[config.mk]
export PLATFORM = sky130hd
export DESIGN_NAME = hdsp_path
export DESIGN_NICKNAME = d
export VERILOG_FILES = /design/src/common/hdsp_pkg.sv /design/src/logic/hdsp_path.sv
export SDC_FILE = /design/constraint.sdc
export NUM_CORES = 2
export LEC_CHECK = 0
export BUFFER_PORTS_ARGS = -buffer_cell sky130_fd_sc_hd__clkbuf_2
export CAP_MARGIN = 20
export CORE_AREA = 4 4 577 579
export CTS_BUF_LIST = sky130_fd_sc_hd__clkbuf_4 sky130_fd_sc_hd__clkbuf_8
export DETAILED_ROUTE_END_ITERATION = 8
export DIE_AREA = 0 0 581 583
export SYNTH_ARGS = -nofsm -noshare
export SYNTH_HDL_FRONTEND = slang
export SYNTH_SLANG_ARGS = --single-unit
[constraint.sdc]
create_clock -name clk_i -period 17.78 [get_ports clk_i]
set_input_delay 3.556 -clock clk_i [delete_from_list [all_inputs] [get_ports clk_i]]
set_output_delay 3.556 -clock clk_i [all_outputs]
set_load 0.02 [all_outputs]
[src/common/hdsp_pkg.sv]
// Constants, register map and field layout of the compensation path
package hdsp_pkg;
	// =====================================================
	// Clock and update rates
	localparam int CLK_HZ = 125_000_000;
	localparam int SLOW_UPDATE_HZ = 16_000;
	localparam int FAST_UPDATE_HZ = 64_000;
	localparam int SLOW_DIV = CLK_HZ / SLOW_UPDATE_HZ;
	localparam int FAST_DIV = CLK_HZ / FAST_UPDATE_HZ;
	// =====================================================
	// Data formats
	localparam int DW = 12;
	localparam int AW = 7;
	localparam int RW = 16;
	localparam int POINTS = 33;
	localparam int SEG_BITS = 5;
	localparam int FRAC_BITS = 7;
	localparam logic [11:0] FULL_CODE = 12'hfff;
	localparam logic signed [8:0] REF_TEMP = 9'sd25;
	localparam int GAIN_SHIFT = 11;
	localparam int SENS_SHIFT = 20;
	localparam int TC1_SHIFT = 4;
	localparam int OFS_SHIFT = 24;
	localparam logic signed [11:0] OFS_SCALE = 12'sd906;
	localparam int CLAMP_STEP_SHIFT = 5;
	// =====================================================
	// Register offsets
	localparam logic [6:0] ADDR_CTRL = 7'h00;
	localparam logic [6:0] ADDR_OFS_TC = 7'h01;
	localparam logic [6:0] ADDR_TC1_COLD = 7'h02;
	localparam logic [6:0] ADDR_TC1_HOT = 7'h03;
	localparam logic [6:0] ADDR_TC2_COLD = 7'h04;
	localparam logic [6:0] ADDR_TC2_HOT = 7'h05;
	localparam logic [6:0] ADDR_CENTER = 7'h06;
	localparam logic [6:0] ADDR_COARSE = 7'h07;
	localparam logic [6:0] ADDR_GAIN = 7'h08;
	localparam logic [6:0] ADDR_TRIM = 7'h09;
	localparam logic [6:0] ADDR_CLAMP_HI = 7'h0a;
	localparam logic [6:0] ADDR_CLAMP_LO = 7'h0b;
	localparam logic [6:0] ADDR_STATUS = 7'h0c;
	localparam logic [6:0] ADDR_TEMP = 7'h0d;
	localparam logic [6:0] ADDR_CURVE = 7'h40;
	// =====================================================
	// Control fields
	localparam int CTRL_BW_LSB = 0;
	localparam int CTRL_TBL_VALID = 2;
	localparam int CTRL_IN_INV = 3;
	localparam int CTRL_OUT_INV = 4;
	localparam int CTRL_SENT_SEL = 5;
	// =====================================================
	// Reset values
	localparam logic [5:0] CTRL_RST = 6'h00;
	localparam logic [9:0] COARSE_RST = 10'h100;
	localparam logic [11:0] GAIN_RST = 12'h800;
	localparam logic [7:0] CLAMP_HI_RST = 8'h80;
	localparam logic [7:0] CLAMP_LO_RST = 8'h00;
	localparam logic [1:0] BW_SLOW = 2'h0;
endpackage : hdsp_pkg

[src/logic/hdsp_path.sv]
// Temperature compensation, gain, linearization and clamp path
`timescale 1ns/10ps
// Notes on behaviour
// - Bandwidth code sets sample update rate.
// - Other bandwidths keep full output resolution.
// - Offset drift term linear in temperature.
// - Cold set below 25, hot above.
// - Zero coefficients disable; first then second.
// - Compensation formula with center offset term.
// - Temperature delta is ambient minus 25.
// - Gain follows bandwidth and compensation.
// - Output is gain times value plus trim.
// - Trim is signed, up to half scale.
// - 33-point curve over 32 equal segments.
// - Curve points rewritable during operation.
// - Points 0..4096; 128 steps give unity.
// - Output invert flips final polarity.
// - Input invert flips value entering curve.
// - Clamp limits default to full and zero.
// - Protocol select routes to PWM or SENT.
// - Clamp steps are 1/128 of scale.
module hdsp_path #(
	parameter int UPD_DIV_SLOW = hdsp_pkg::SLOW_DIV,
	parameter int UPD_DIV_FAST = hdsp_pkg::FAST_DIV
) (
	input wire logic clk_i,
	input wire logic reset_i,
	input wire logic [hdsp_pkg::AW-1:0] addr_i,
	input wire logic [hdsp_pkg::RW-1:0] wdata_i,
	input wire logic wr_i,
	input wire logic rd_i,
	output logic [hdsp_pkg::RW-1:0] rdata_o,
	input wire logic [hdsp_pkg::DW-1:0] sample_i,
	input wire logic sample_valid_i,
	input wire logic signed [8:0] ambient_temp_i,
	output logic [hdsp_pkg::DW-1:0] pwm_value_o,
	output logic pwm_valid_o,
	output logic [hdsp_pkg::DW-1:0] sent_value_o,
	output logic sent_valid_o
);
	import hdsp_pkg::*;

	// =====================================================
	// Parameter checks
	if (UPD_DIV_SLOW < 2 || UPD_DIV_FAST < 2 || UPD_DIV_SLOW > 65535 || UPD_DIV_FAST > 65535)
	begin : g_bad_div
		$error("update dividers must lie in 2..65535");
	end

	// Saturate a wide signed value into the unsigned output code range
	function automatic logic [11:0] sat_code(input logic signed [47:0] v);
		if (v < 48'sd0) begin
			sat_code = 12'h000;
		end else if (v > 48'sd4095) begin
			sat_code = FULL_CODE;
		end else begin
			sat_code = v[11:0];
		end
	endfunction : sat_code

	// =====================================================
	// Configuration registers
	logic [5:0] ctrl_r;
	logic signed [7:0] ofs_tc_r;
	logic signed [9:0] tc1_cold_r, tc1_hot_r;
	logic signed [7:0] tc2_cold_r, tc2_hot_r;
	logic signed [11:0] center_r;
	logic [9:0] coarse_r;
	logic [11:0] gain_r;
	logic signed [11:0] trim_r;
	logic [7:0] clamp_hi_r, clamp_lo_r;
	logic [12:0] curve_r [0:POINTS-1];
	logic [11:0] status_r;
	logic [RW-1:0] rdata_r;
	logic [5:0] curve_idx;

	assign curve_idx = 6'(addr_i - ADDR_CURVE);

	// Software writes; the path keeps running while points change
	always_ff @(posedge clk_i) begin
		if (reset_i) begin
			ctrl_r <= CTRL_RST;
			ofs_tc_r <= '0;
			tc1_cold_r <= '0;
			tc1_hot_r <= '0;
			tc2_cold_r <= '0;
			tc2_hot_r <= '0;
			center_r <= '0;
			coarse_r <= COARSE_RST;
			gain_r <= GAIN_RST;
			trim_r <= '0;
			clamp_hi_r <= CLAMP_HI_RST;
			clamp_lo_r <= CLAMP_LO_RST;
		end else if (wr_i) begin
			unique case (addr_i)
				ADDR_CTRL: ctrl_r <= wdata_i[5:0];
				ADDR_OFS_TC: ofs_tc_r <= wdata_i[7:0];
				ADDR_TC1_COLD: tc1_cold_r <= wdata_i[9:0];
				ADDR_TC1_HOT: tc1_hot_r <= wdata_i[9:0];
				ADDR_TC2_COLD: tc2_cold_r <= wdata_i[7:0];
				ADDR_TC2_HOT: tc2_hot_r <= wdata_i[7:0];
				ADDR_CENTER: center_r <= wdata_i[11:0];
				ADDR_COARSE: coarse_r <= wdata_i[9:0];
				ADDR_GAIN: gain_r <= wdata_i[11:0];
				ADDR_TRIM: trim_r <= wdata_i[11:0];
				ADDR_CLAMP_HI: clamp_hi_r <= wdata_i[7:0];
				ADDR_CLAMP_LO: clamp_lo_r <= wdata_i[7:0];
				default: ;
			endcase
		end
	end

	// Curve table: no reset, reloaded by software before it is marked valid
	always_ff @(posedge clk_i) begin
		if (wr_i && addr_i >= ADDR_CURVE && curve_idx < 6'(POINTS)) begin
			// Compare the whole word so that large codes saturate instead of wrapping
			if (wdata_i > 16'h1000) begin
				curve_r[curve_idx[5:0]] <= 13'h1000;
			end else begin
				curve_r[curve_idx[5:0]] <= wdata_i[12:0];
			end
		end
	end

	// Read port, data one cycle after the strobe; unmapped reads zero
	always_ff @(posedge clk_i) begin
		if (reset_i) begin
			rdata_r <= '0;
		end else if (rd_i) begin
			unique case (addr_i)
				ADDR_CTRL: rdata_r <= RW'(ctrl_r);
				ADDR_OFS_TC: rdata_r <= RW'(ofs_tc_r);
				ADDR_TC1_COLD: rdata_r <= RW'(tc1_cold_r);
				ADDR_TC1_HOT: rdata_r <= RW'(tc1_hot_r);
				ADDR_TC2_COLD: rdata_r <= RW'(tc2_cold_r);
				ADDR_TC2_HOT: rdata_r <= RW'(tc2_hot_r);
				ADDR_CENTER: rdata_r <= RW'(center_r);
				ADDR_COARSE: rdata_r <= RW'(coarse_r);
				ADDR_GAIN: rdata_r <= RW'(gain_r);
				ADDR_TRIM: rdata_r <= RW'(trim_r);
				ADDR_CLAMP_HI: rdata_r <= RW'(clamp_hi_r);
				ADDR_CLAMP_LO: rdata_r <= RW'(clamp_lo_r);
				ADDR_STATUS: rdata_r <= RW'(status_r);
				ADDR_TEMP: rdata_r <= RW'(ambient_temp_i);
				default: begin
					if (addr_i >= ADDR_CURVE && curve_idx < 6'(POINTS)) begin
						rdata_r <= RW'(curve_r[curve_idx[5:0]]);
					end else begin
						rdata_r <= '0;
					end
				end
			endcase
		end
	end
	assign rdata_o = rdata_r;

	// =====================================================
	// Update tick; a bandwidth change keeps the count, which ticks at once if already past the new divider
	logic [15:0] tick_cnt_r;
	logic [15:0] tick_div;
	logic tick;
	logic slow_bw;

	assign slow_bw = ctrl_r[CTRL_BW_LSB +: 2] == BW_SLOW;
	assign tick_div = slow_bw ? 16'(UPD_DIV_SLOW) : 16'(UPD_DIV_FAST);
	assign tick = tick_cnt_r >= tick_div - 16'h0001;

	always_ff @(posedge clk_i) begin
		if (reset_i || tick) begin
			tick_cnt_r <= '0;
		end else begin
			tick_cnt_r <= tick_cnt_r + 16'h0001;
		end
	end

	// Latest converter sample; only the one present at a tick is used
	logic [11:0] sample_r;
	logic have_r;
	always_ff @(posedge clk_i) begin
		if (reset_i) begin
			sample_r <= '0;
			have_r <= 1'b0;
		end else if (sample_valid_i) begin
			sample_r <= sample_i;
			have_r <= 1'b1;
		end
	end

	// =====================================================
	// Stage 1: import sample and temperature delta
	logic [11:0] s1_y_r;
	logic signed [8:0] s1_dt_r;
	logic s1_v_r;
	always_ff @(posedge clk_i) begin
		if (reset_i) begin
			s1_y_r <= '0;
			s1_dt_r <= '0;
			s1_v_r <= 1'b0;
		end else begin
			s1_v_r <= tick && have_r;
			if (tick) begin
				s1_y_r <= sample_r;
				s1_dt_r <= ambient_temp_i - REF_TEMP;
			end
		end
	end

	// =====================================================
	// Stage 2: temperature compensation
	logic signed [9:0] tc1_sel;
	logic signed [7:0] tc2_sel;
	logic signed [47:0] sens_factor, sens_corr, ofs_corr, comp_sum;
	logic [11:0] s2_y_r;
	logic s2_v_r;

	// Cold set below reference, hot set otherwise; at the reference delta is zero
	assign tc1_sel = s1_dt_r < 0 ? tc1_cold_r : tc1_hot_r;
	assign tc2_sel = s1_dt_r < 0 ? tc2_cold_r : tc2_hot_r;
	// A zero coefficient contributes nothing, so that order is off
	assign sens_factor = ((48'(tc1_sel) * 48'(s1_dt_r)) <<< TC1_SHIFT)
		+ 48'(tc2_sel) * 48'(s1_dt_r) * 48'(s1_dt_r);
	assign sens_corr = (sens_factor * (48'(signed'({1'b0, s1_y_r})) - 48'(center_r)))
		>>> SENS_SHIFT;
	assign ofs_corr = (48'(ofs_tc_r) * 48'(signed'({1'b0, coarse_r})) * 48'(s1_dt_r)
		* 48'(OFS_SCALE)) >>> OFS_SHIFT;
	assign comp_sum = 48'(signed'({1'b0, s1_y_r})) + sens_corr + ofs_corr;

	always_ff @(posedge clk_i) begin
		if (reset_i) begin
			s2_y_r <= '0;
			s2_v_r <= 1'b0;
		end else begin
			s2_v_r <= s1_v_r;
			if (s1_v_r) begin
				s2_y_r <= sat_code(comp_sum);
			end
		end
	end

	// =====================================================
	// Stage 3: gain and quiescent trim, after compensation
	logic signed [47:0] gain_sum;
	logic [11:0] s3_y_r;
	logic s3_v_r;

	assign gain_sum = ((48'(gain_r) * 48'(s2_y_r)) >>> GAIN_SHIFT) + 48'(trim_r);

	always_ff @(posedge clk_i) begin
		if (reset_i) begin
			s3_y_r <= '0;
			s3_v_r <= 1'b0;
		end else begin
			s3_v_r <= s2_v_r;
			if (s2_v_r) begin
				s3_y_r <= sat_code(gain_sum);
			end
		end
	end

	// =====================================================
	// Stage 4: linearization and polarity
	logic [11:0] lin_in;
	logic [4:0] seg;
	logic [6:0] frac;
	logic [12:0] p_lo, p_hi;
	logic signed [47:0] lin_val;
	logic [11:0] lin_out;
	logic [11:0] s4_y_r;
	logic s4_v_r;

	assign lin_in = ctrl_r[CTRL_IN_INV] ? FULL_CODE - s3_y_r : s3_y_r;
	assign seg = lin_in[FRAC_BITS +: SEG_BITS];
	assign frac = lin_in[FRAC_BITS-1:0];
	assign p_lo = curve_r[seg];
	assign p_hi = curve_r[6'(seg) + 6'h01];
	// Straight-line interpolation: 128-code point steps reproduce the input
	// Signed step so falling segments shift arithmetically instead of wrapping
	assign lin_val = $signed(48'(p_lo))
		+ (($signed(48'(p_hi)) - $signed(48'(p_lo))) * $signed(48'(frac)) >>> FRAC_BITS);
	assign lin_out = ctrl_r[CTRL_TBL_VALID] ? sat_code(lin_val) : s3_y_r;

	always_ff @(posedge clk_i) begin
		if (reset_i) begin
			s4_y_r <= '0;
			s4_v_r <= 1'b0;
		end else begin
			s4_v_r <= s3_v_r;
			if (s3_v_r) begin
				s4_y_r <= ctrl_r[CTRL_OUT_INV] ? FULL_CODE - lin_out : lin_out;
			end
		end
	end

	// =====================================================
	// Stage 5: clamp, resolution and protocol routing
	logic [12:0] hi_lim, lo_lim;
	logic [11:0] clamped, res_val;
	logic [11:0] out_r;
	logic out_v_r;

	// Each clamp code step is 32 output codes; full step count means full scale
	assign hi_lim = 13'(clamp_hi_r) << CLAMP_STEP_SHIFT;
	assign lo_lim = 13'(clamp_lo_r) << CLAMP_STEP_SHIFT;
	always_comb begin
		if (13'(s4_y_r) > hi_lim) begin
			clamped = hi_lim > 13'(FULL_CODE) ? FULL_CODE : hi_lim[11:0];
		end else if (13'(s4_y_r) < lo_lim) begin
			clamped = lo_lim > 13'(FULL_CODE) ? FULL_CODE : lo_lim[11:0];
		end else begin
			clamped = s4_y_r;
		end
	end
	// Slow bandwidth drops the lowest bit; the rest keep all twelve
	assign res_val = slow_bw ? {clamped[11:1], 1'b0} : clamped;

	always_ff @(posedge clk_i) begin
		if (reset_i) begin
			out_r <= '0;
			out_v_r <= 1'b0;
			status_r <= '0;
		end else begin
			out_v_r <= s4_v_r;
			if (s4_v_r) begin
				out_r <= res_val;
				status_r <= res_val;
			end
		end
	end

	// Only the selected encoder sees a valid strobe
	assign pwm_value_o = out_r;
	assign sent_value_o = out_r;
	assign pwm_valid_o = out_v_r && !ctrl_r[CTRL_SENT_SEL];
	assign sent_valid_o = out_v_r && ctrl_r[CTRL_SENT_SEL];
endmodule : hdsp_path

* Word-level counts from Yosys, hierarchy flattened
Memories as Yosys holds them, arrays and structs flattened.
Index checks and enable logic that the tools add are counted.
** Storage, ports and cells
- Register bits after elaboration :: 231
- Memory bits (writable) :: 429
- Output and inout bits :: 42
- Logic and storage cells :: 128
- Memories :: 1
** Memories
- curve_r :: depth 33, bits a word 13, read ports 3, clocked after Yosys merged registers in 0, write ports 1, line hdsp_path.sv:72 : logic [12:0] curve_r [0:POINTS-1];
** Operators by class
- Add/subtract/negate cells :: 14
- Multiply operators :: 9
- $lt $le $gt $ge :: 15
- Equal/unequal tests :: 13
- Muxes and demuxes :: 26
- Bitwise gates (word level) :: 1
- Reduce and logical (&&, ||, !) cells :: 22
** Operators by type and width (number)
- one-hot mux 16 bit (14 select lines) :: 1
- 2-to-1 mux 12 bit :: 13
- == test 7 x 4 -> 1 bit, second input constant :: 6
- multiplier 27 x 14 -> 41 bit :: 1
- 2-to-1 mux 13 bit :: 3
- multiplier 28 x 10 -> 38 bit, second input constant :: 1
- greater-than comparator 16 x 13 -> 1 bit, second input constant :: 2
- == test 7 x 3 -> 1 bit, second input constant :: 4
- multiplier 19 x 9 -> 28 bit :: 1
- adder 23 x 26 -> 27 bit :: 1
- greater-than comparator 13 x 12 -> 1 bit, second input constant :: 2
- multiplier 17 x 9 -> 26 bit :: 1
- multiplier 12 x 12 -> 24 bit :: 1
- AND reduction 2 bit :: 12
- subtractor 12 bit, first input constant :: 2
- adder 22 x 15 -> 23 bit :: 1
- greater-than comparator 23 x 13 -> 1 bit, second input constant :: 1
- less-than comparator 23 x 1 -> 1 bit, second input constant :: 1
- adder 13 x 21 -> 22 bit :: 1
- multiplier 14 x 8 -> 22 bit :: 1
- multiplier 10 x 9 -> 19 bit :: 1
- multiplier 8 x 11 -> 19 bit :: 1
- multiplier 8 x 9 -> 17 bit :: 1
- adder 14 x 15 -> 16 bit :: 1
- 28 further kinds :: 40

* Logic depth before layout (Yosys ltp)
An unclocked memory read counts as a cell.
- Word-level depth :: 13
- Mapped depth :: 76
- Gate-level depth less buffers :: 73

* Worst setup path before layout
No wires, ideal clock.
- Kind :: reg2reg
- From :: register s1_dt_r[8]
- To :: register s2_y_r[2]
- Setup time :: 0.122 ns
- Arrival :: 17.696 ns
- Data required time :: 17.658 ns
- Slack :: -0.038 ns
- Cell stages (with the launch flop) :: 73
- Period minus slack after synthesis :: 17.818 ns
- Cells stage by stage :: dfxtp_1 buf_6 clkbuf_1 and2_1 a21o_1 nand2_1 fa_1 inv_1 fa_1 inv_1 fa_1 fa_1 inv_1 ha_1 nor2b_1 o21ai_0 a21boi_0 o21ai_0 (+37 left out) o21a_1 a21oi_2 o21bai_1 a21o_1 a21o_1 xor2_1 fa_1 ha_1 nor2b_1 a311o_1 o31ai_1 o21ai_0 mux2i_1 a2111oi_0 nand4_1 o31a_1 buf_2 a221o_1
** On the way
- Cells in the longest elaborated chain, start to end :: 11
** Ends and longest elaborated chain
- start, declared :: line hdsp_path.sv:192 : logic signed [8:0] s1_dt_r;
- start signal, assigned :: line hdsp_path.sv:203 : s1_dt_r <= ambient_temp_i - REF_TEMP;
- less-than comparator 9 x 1 -> 1 bit :: line hdsp_path.sv:217, hdsp_path.sv:218
- 2-to-1 mux 8 bit :: line hdsp_path.sv:218 : assign tc2_sel = s1_dt_r < 0 ? tc2_cold_r : tc2_hot_r;
- multiplier 8 x 9 -> 17 bit :: line hdsp_path.sv:221 : + 48'(tc2_sel) * 48'(s1_dt_r) * 48'(s1_dt_r);
- multiplier 17 x 9 -> 26 bit :: line hdsp_path.sv:221
- adder 23 x 26 -> 27 bit :: line hdsp_path.sv:221
- multiplier 27 x 14 -> 41 bit :: line hdsp_path.sv:222 : assign sens_corr = (sens_factor * (48'(signed'({1'b0, s1_y_r})) - 48'(center_r)))
- adder 13 x 21 -> 22 bit :: line hdsp_path.sv:226 : assign comp_sum = 48'(signed'({1'b0, s1_y_r})) + sens_corr + ofs_corr;
- adder 22 x 15 -> 23 bit (*) :: line hdsp_path.sv:226
- greater-than comparator 23 x 13 -> 1 bit :: line hdsp_path.sv:54 : end else if (v > 48'sd4095) begin
- 2-to-1 mux 12 bit :: line hdsp_path.sv:54
- 2-to-1 mux 12 bit (*) :: line hdsp_path.sv:52 : if (v < 48'sd0) begin
- end signal, assigned :: line hdsp_path.sv:235 : s2_y_r <= sat_code(comp_sum);
- end, declared :: line hdsp_path.sv:213 : logic [11:0] s2_y_r;
Mark *: on every way between the ends. The rest lies on a longest branch, timed or not.
A chain may end at the register's enable or synchronous reset.

* Worst setup path after layout
Same ends and word-level chain as after synthesis.

==> summary.md <==
| Metric | Value |
|---|---|
| Crit path required time | `around 18000 ps` |
| Global-route wire length before repair | `369000 um` |
| GP Congestion | `0.870` |
| CP max stage delay | `between 500 and 600 ps` |
| Placed instance area | `between 0.08 and 0.09 mm^2` |
| CTS Sinks | `between 600 and 700` |
| Most common cell after layout, fill and taps aside | `inv_1` |
| Register bit total from synthesis | `658` |
| Core Area | `0.327 mm^2` |
| Final net count | `9944` |
| Max frequency | `approximately 0.06 GHz` |
| Critical path fanouts, max | `6` |
| Port Buffers | `90` |
| Beginning of the critical path | `s1_dt_r[8]$_SDFFE_PP0P_` |
| Crit end category | `register` |
| Cell area after layout | `~0.09 mm^2` |
| Post-synth cell types | `92` |
| Mean Syn Cell Area | `~10 um^2` |
| Vias per cell | `between 4 and 5` |
| Max-cap violations | `0` |
| Reg2Reg Launch Point | `s1_dt_r[8]$_SDFFE_PP0P_` |
| Clock transition at path regs | `about 60 ps` |
| Die W | `581 um` |
| Die extent in y | `just under 600 um` |
| Cell mode on critical path | `fa_1` |
| Hold Path Origin | `have_r$_SDFFE_PP0P_` |
| H-tree Lvls | `3` |
| Top area cells in the synthesized netlist | `fa_1 27%, edfxtp_1 16%, ha_1 9.6%` |
| Commonest cells after routing, fill and taps aside | `1323 x inv_1, 1087 x fa_1, 890 x nand2_1` |
| Period utilisation layout | `a little over nine tenths` |
| R2R setup slack | `around 660 ps` |
| FFs w/ async S/R, synth | `0%` |
| WL/cell | `18.9 um` |
| Status | `finished, final reports clean` |
| I/O pin cnt | `between 90 and 100` |
| Fin. Hold Viols | `0` |
| Largest net degree at the start of global routing | `90` |
| EDFF count, synth | `between 400 and 500` |
| Synth area leader | `fa_1` |
| Synth Instances | `8061` |
| P_leak | `about 38 nW` |
| Worst Tran Pin Value | `around 1200 ps` |
| Vias in the first global route | `61700` |
| Cts bufs inserted | `between 100 and 150` |
| Setup TNS | `0 ps` |
| CTS tree | `built` |
| Startpoint Class | `register` |
| Mapped cell area | `~0.082 mm^2` |
| Initial DRT Pass Iterations | `8` |
| Synthesis warning total | `0` |
| Setup Slack @ Placement | `-139 ps` |
| Antenna violations before repair | `24` |
| Slew Viols, Final | `0` |
| Relative slew slack | `~22%` |
| VDD IR max | `0.000918 V` |
| Main flop type after synthesis | `edfxtp_1` |
| Number of DRC markers in iteration 0 | `4734` |
| Hold Crit Depth | `2` |
| Critical path type | `register to register` |
| P&R area growth vs syn | `12.4%` |
| Reg2reg path depth | `between 60 and 70` |
| Power Dens Cells | `198 mW/mm^2` |
| Synth top area share | `between 20 and 30%` |
| Initial Util | `between 20% and 30%` |
| # setup viols final | `0` |
| Min-Delay Endpoint | `have_r$_SDFFE_PP0P_` |
| Via count | `between 60000 and 70000` |
| CP arrival | `around 18000 ps` |
| WL final | `238000 um` |
| Root Driver | `clkbuf_8` |
| Max clock buf depth | `3` |
| CP max-delay cell | `fa_1` |
| Min Tclk post-route | `17120 ps` |
| Total GRT Usage | `13.9%` |
| Number of routed nets with antenna violations | `0` |
| Grt ovf | `0` |
| Skew final | `about 65 ps` |
| Sequential fraction of the synthesis area | `about a fifth` |
| Die area | `between 0.3 and 0.4 mm^2` |
| DPL Wire Length | `approximately 180000 um` |
| # DRC | `0` |
| Row cnt | `210` |
| Setup WS post-layout | `658 ps` |
| Worst min path class | `register to register` |
| Worst-Skew Late Latency | `~860 ps` |
| Share of layout cells above drive strength 1 | `12.8%` |
| R2R Path End | `s2_y_r[2]$_SDFFE_PP0P_` |
| Core Util, Final | `approximately 28%` |
| CTS hold repair buffers | `0` |
## metrics by stage
stage                     std cells  hold slack, ps  power [W]
after floorplan                8062             429     0.0108
after global placement        12400             451     0.0140
after detailed placement      12400             459     0.0140
after CTS                     12600             472     0.0157
after global routing          12600             497     0.0200
final                         12600             471     0.0182
## worst max-delay path, delay by kind of cell, from the launching register on
| family | cells | cell delay [ps] |
|---|---|---|
| AO/OA/AOI/OAI | 22 | 4900 |
| flip-flops | 1 | 370 |
| multiplexers | 2 | 250 |
| buffers and inverters | 14 | 1210 |
| AND/OR/NAND/NOR | 6 | 920 |
| XOR/XNOR | 3 | 580 |
| adder cells (fa/ha/maj) | 20 | 8740 |
## how the worst max path moves through the flow
stage	endpoint	slack, ps	cells after the start
detailed placement	s2_y_r[11]$_SDFFE_PP0P_	-140	65
global placement	s2_y_r[1]$_SDFFE_PP0P_	-40	68
global route	s2_y_r[3]$_SDFFE_PP0P_	-70	65
CTS	s2_y_r[6]$_SDFFE_PP0P_	10	65
floorplan	s2_y_r[2]$_SDFFE_PP0P_	30	72
finish	s2_y_r[2]$_SDFFE_PP0P_	660	67
## cell usage after synthesis (40+ instances only)
master,number
nor3_1,51
a211oi_1,73
mux2i_1,192
nor2_1,449
xor2_1,101
xnor2_1,209
clkbuf_1,297
a22oi_1,45
nand3_1,147
dfxtp_1,229
a221oi_1,72
buf_1,40
nand2b_1,111
nor2b_1,75
ha_1,628
o21ai_0,160
nand2_1,893
edfxtp_1,429
and2_1,324
inv_1,1327
a21oi_1,300
fa_1,1094
mux4_2,289
a21o_1,86
## where the power goes
group          total [W]  switching, W  leakage [nW]  internal, W
combinational     0.0151       0.00840          31.7      0.00669
sequential       0.00167     0.0000358          4.99      0.00163
clock            0.00146      0.000668          1.21     0.000791
## logic make-up (layout without fill, tap and decap cells)
family,count (synthesis),count (layout),share of synthesized area [%]
compound gates,975,976,7.98
xor+xnor,310,310,3.32
fa+ha+maj,1722,1722,36.4
buf+inv,1704,1896,7.95
flops,658,658,21.4
mux,491,491,10.5
other cells,1,9,0.00459
simple gates,2200,2200,12.5
## sequential cells by signal, indices dropped and copies added (netlist names), 9 cells and up
| signal | cells |
|---|---|
| center_r | 12 |
| coarse_r | 10 |
| curve_r | 429 |
| gain_r | 12 |
| pwm_value_o | 12 |
| rdata_o | 14 |
| s1_dt_r | 9 |
| s1_y_r | 12 |
| s2_y_r | 12 |
| s3_y_r | 12 |
| s4_y_r | 12 |
| sample_r | 12 |
| tc1_cold_r | 10 |
| tc1_hot_r | 10 |
| tick_cnt_r | 16 |
| trim_r | 12 |
## layout make-up
type | count | area, um^2
fill | 34200 | 235000
multi-input combinational | 5701 | 58900
inverter | 1329 | 5000
timing repair buffer | 374 | 2730
clock inverter | 49 | 519
clock buffer | 144 | 1790
sequential | 658 | 17500
tap | 4346 | 5440
antenna | 7 | 17.5
## what timing repair did
item / CTS / global route
pin swaps: 0 / 59
setup buffers: 0 / 26
gates resized for setup: 9 / 158
endpoints found under the setup margin: 12 / 12
gates cloned: 0 / 1
## layer usage
metal  share of wire [%]  vias to the layer above  GRT usage, %  wire length [um]
met5                   0                        -             0                 0
met4                 4.1                        0          4.96              9750
met3                 7.2                      481          2.07             17100
met2                  48                     2247          23.7            114000
met1                  41                    30400          17.8             96800
li1                    -                    26900             -                 -
No activity file was read; power rests on OpenSTA's default activity.
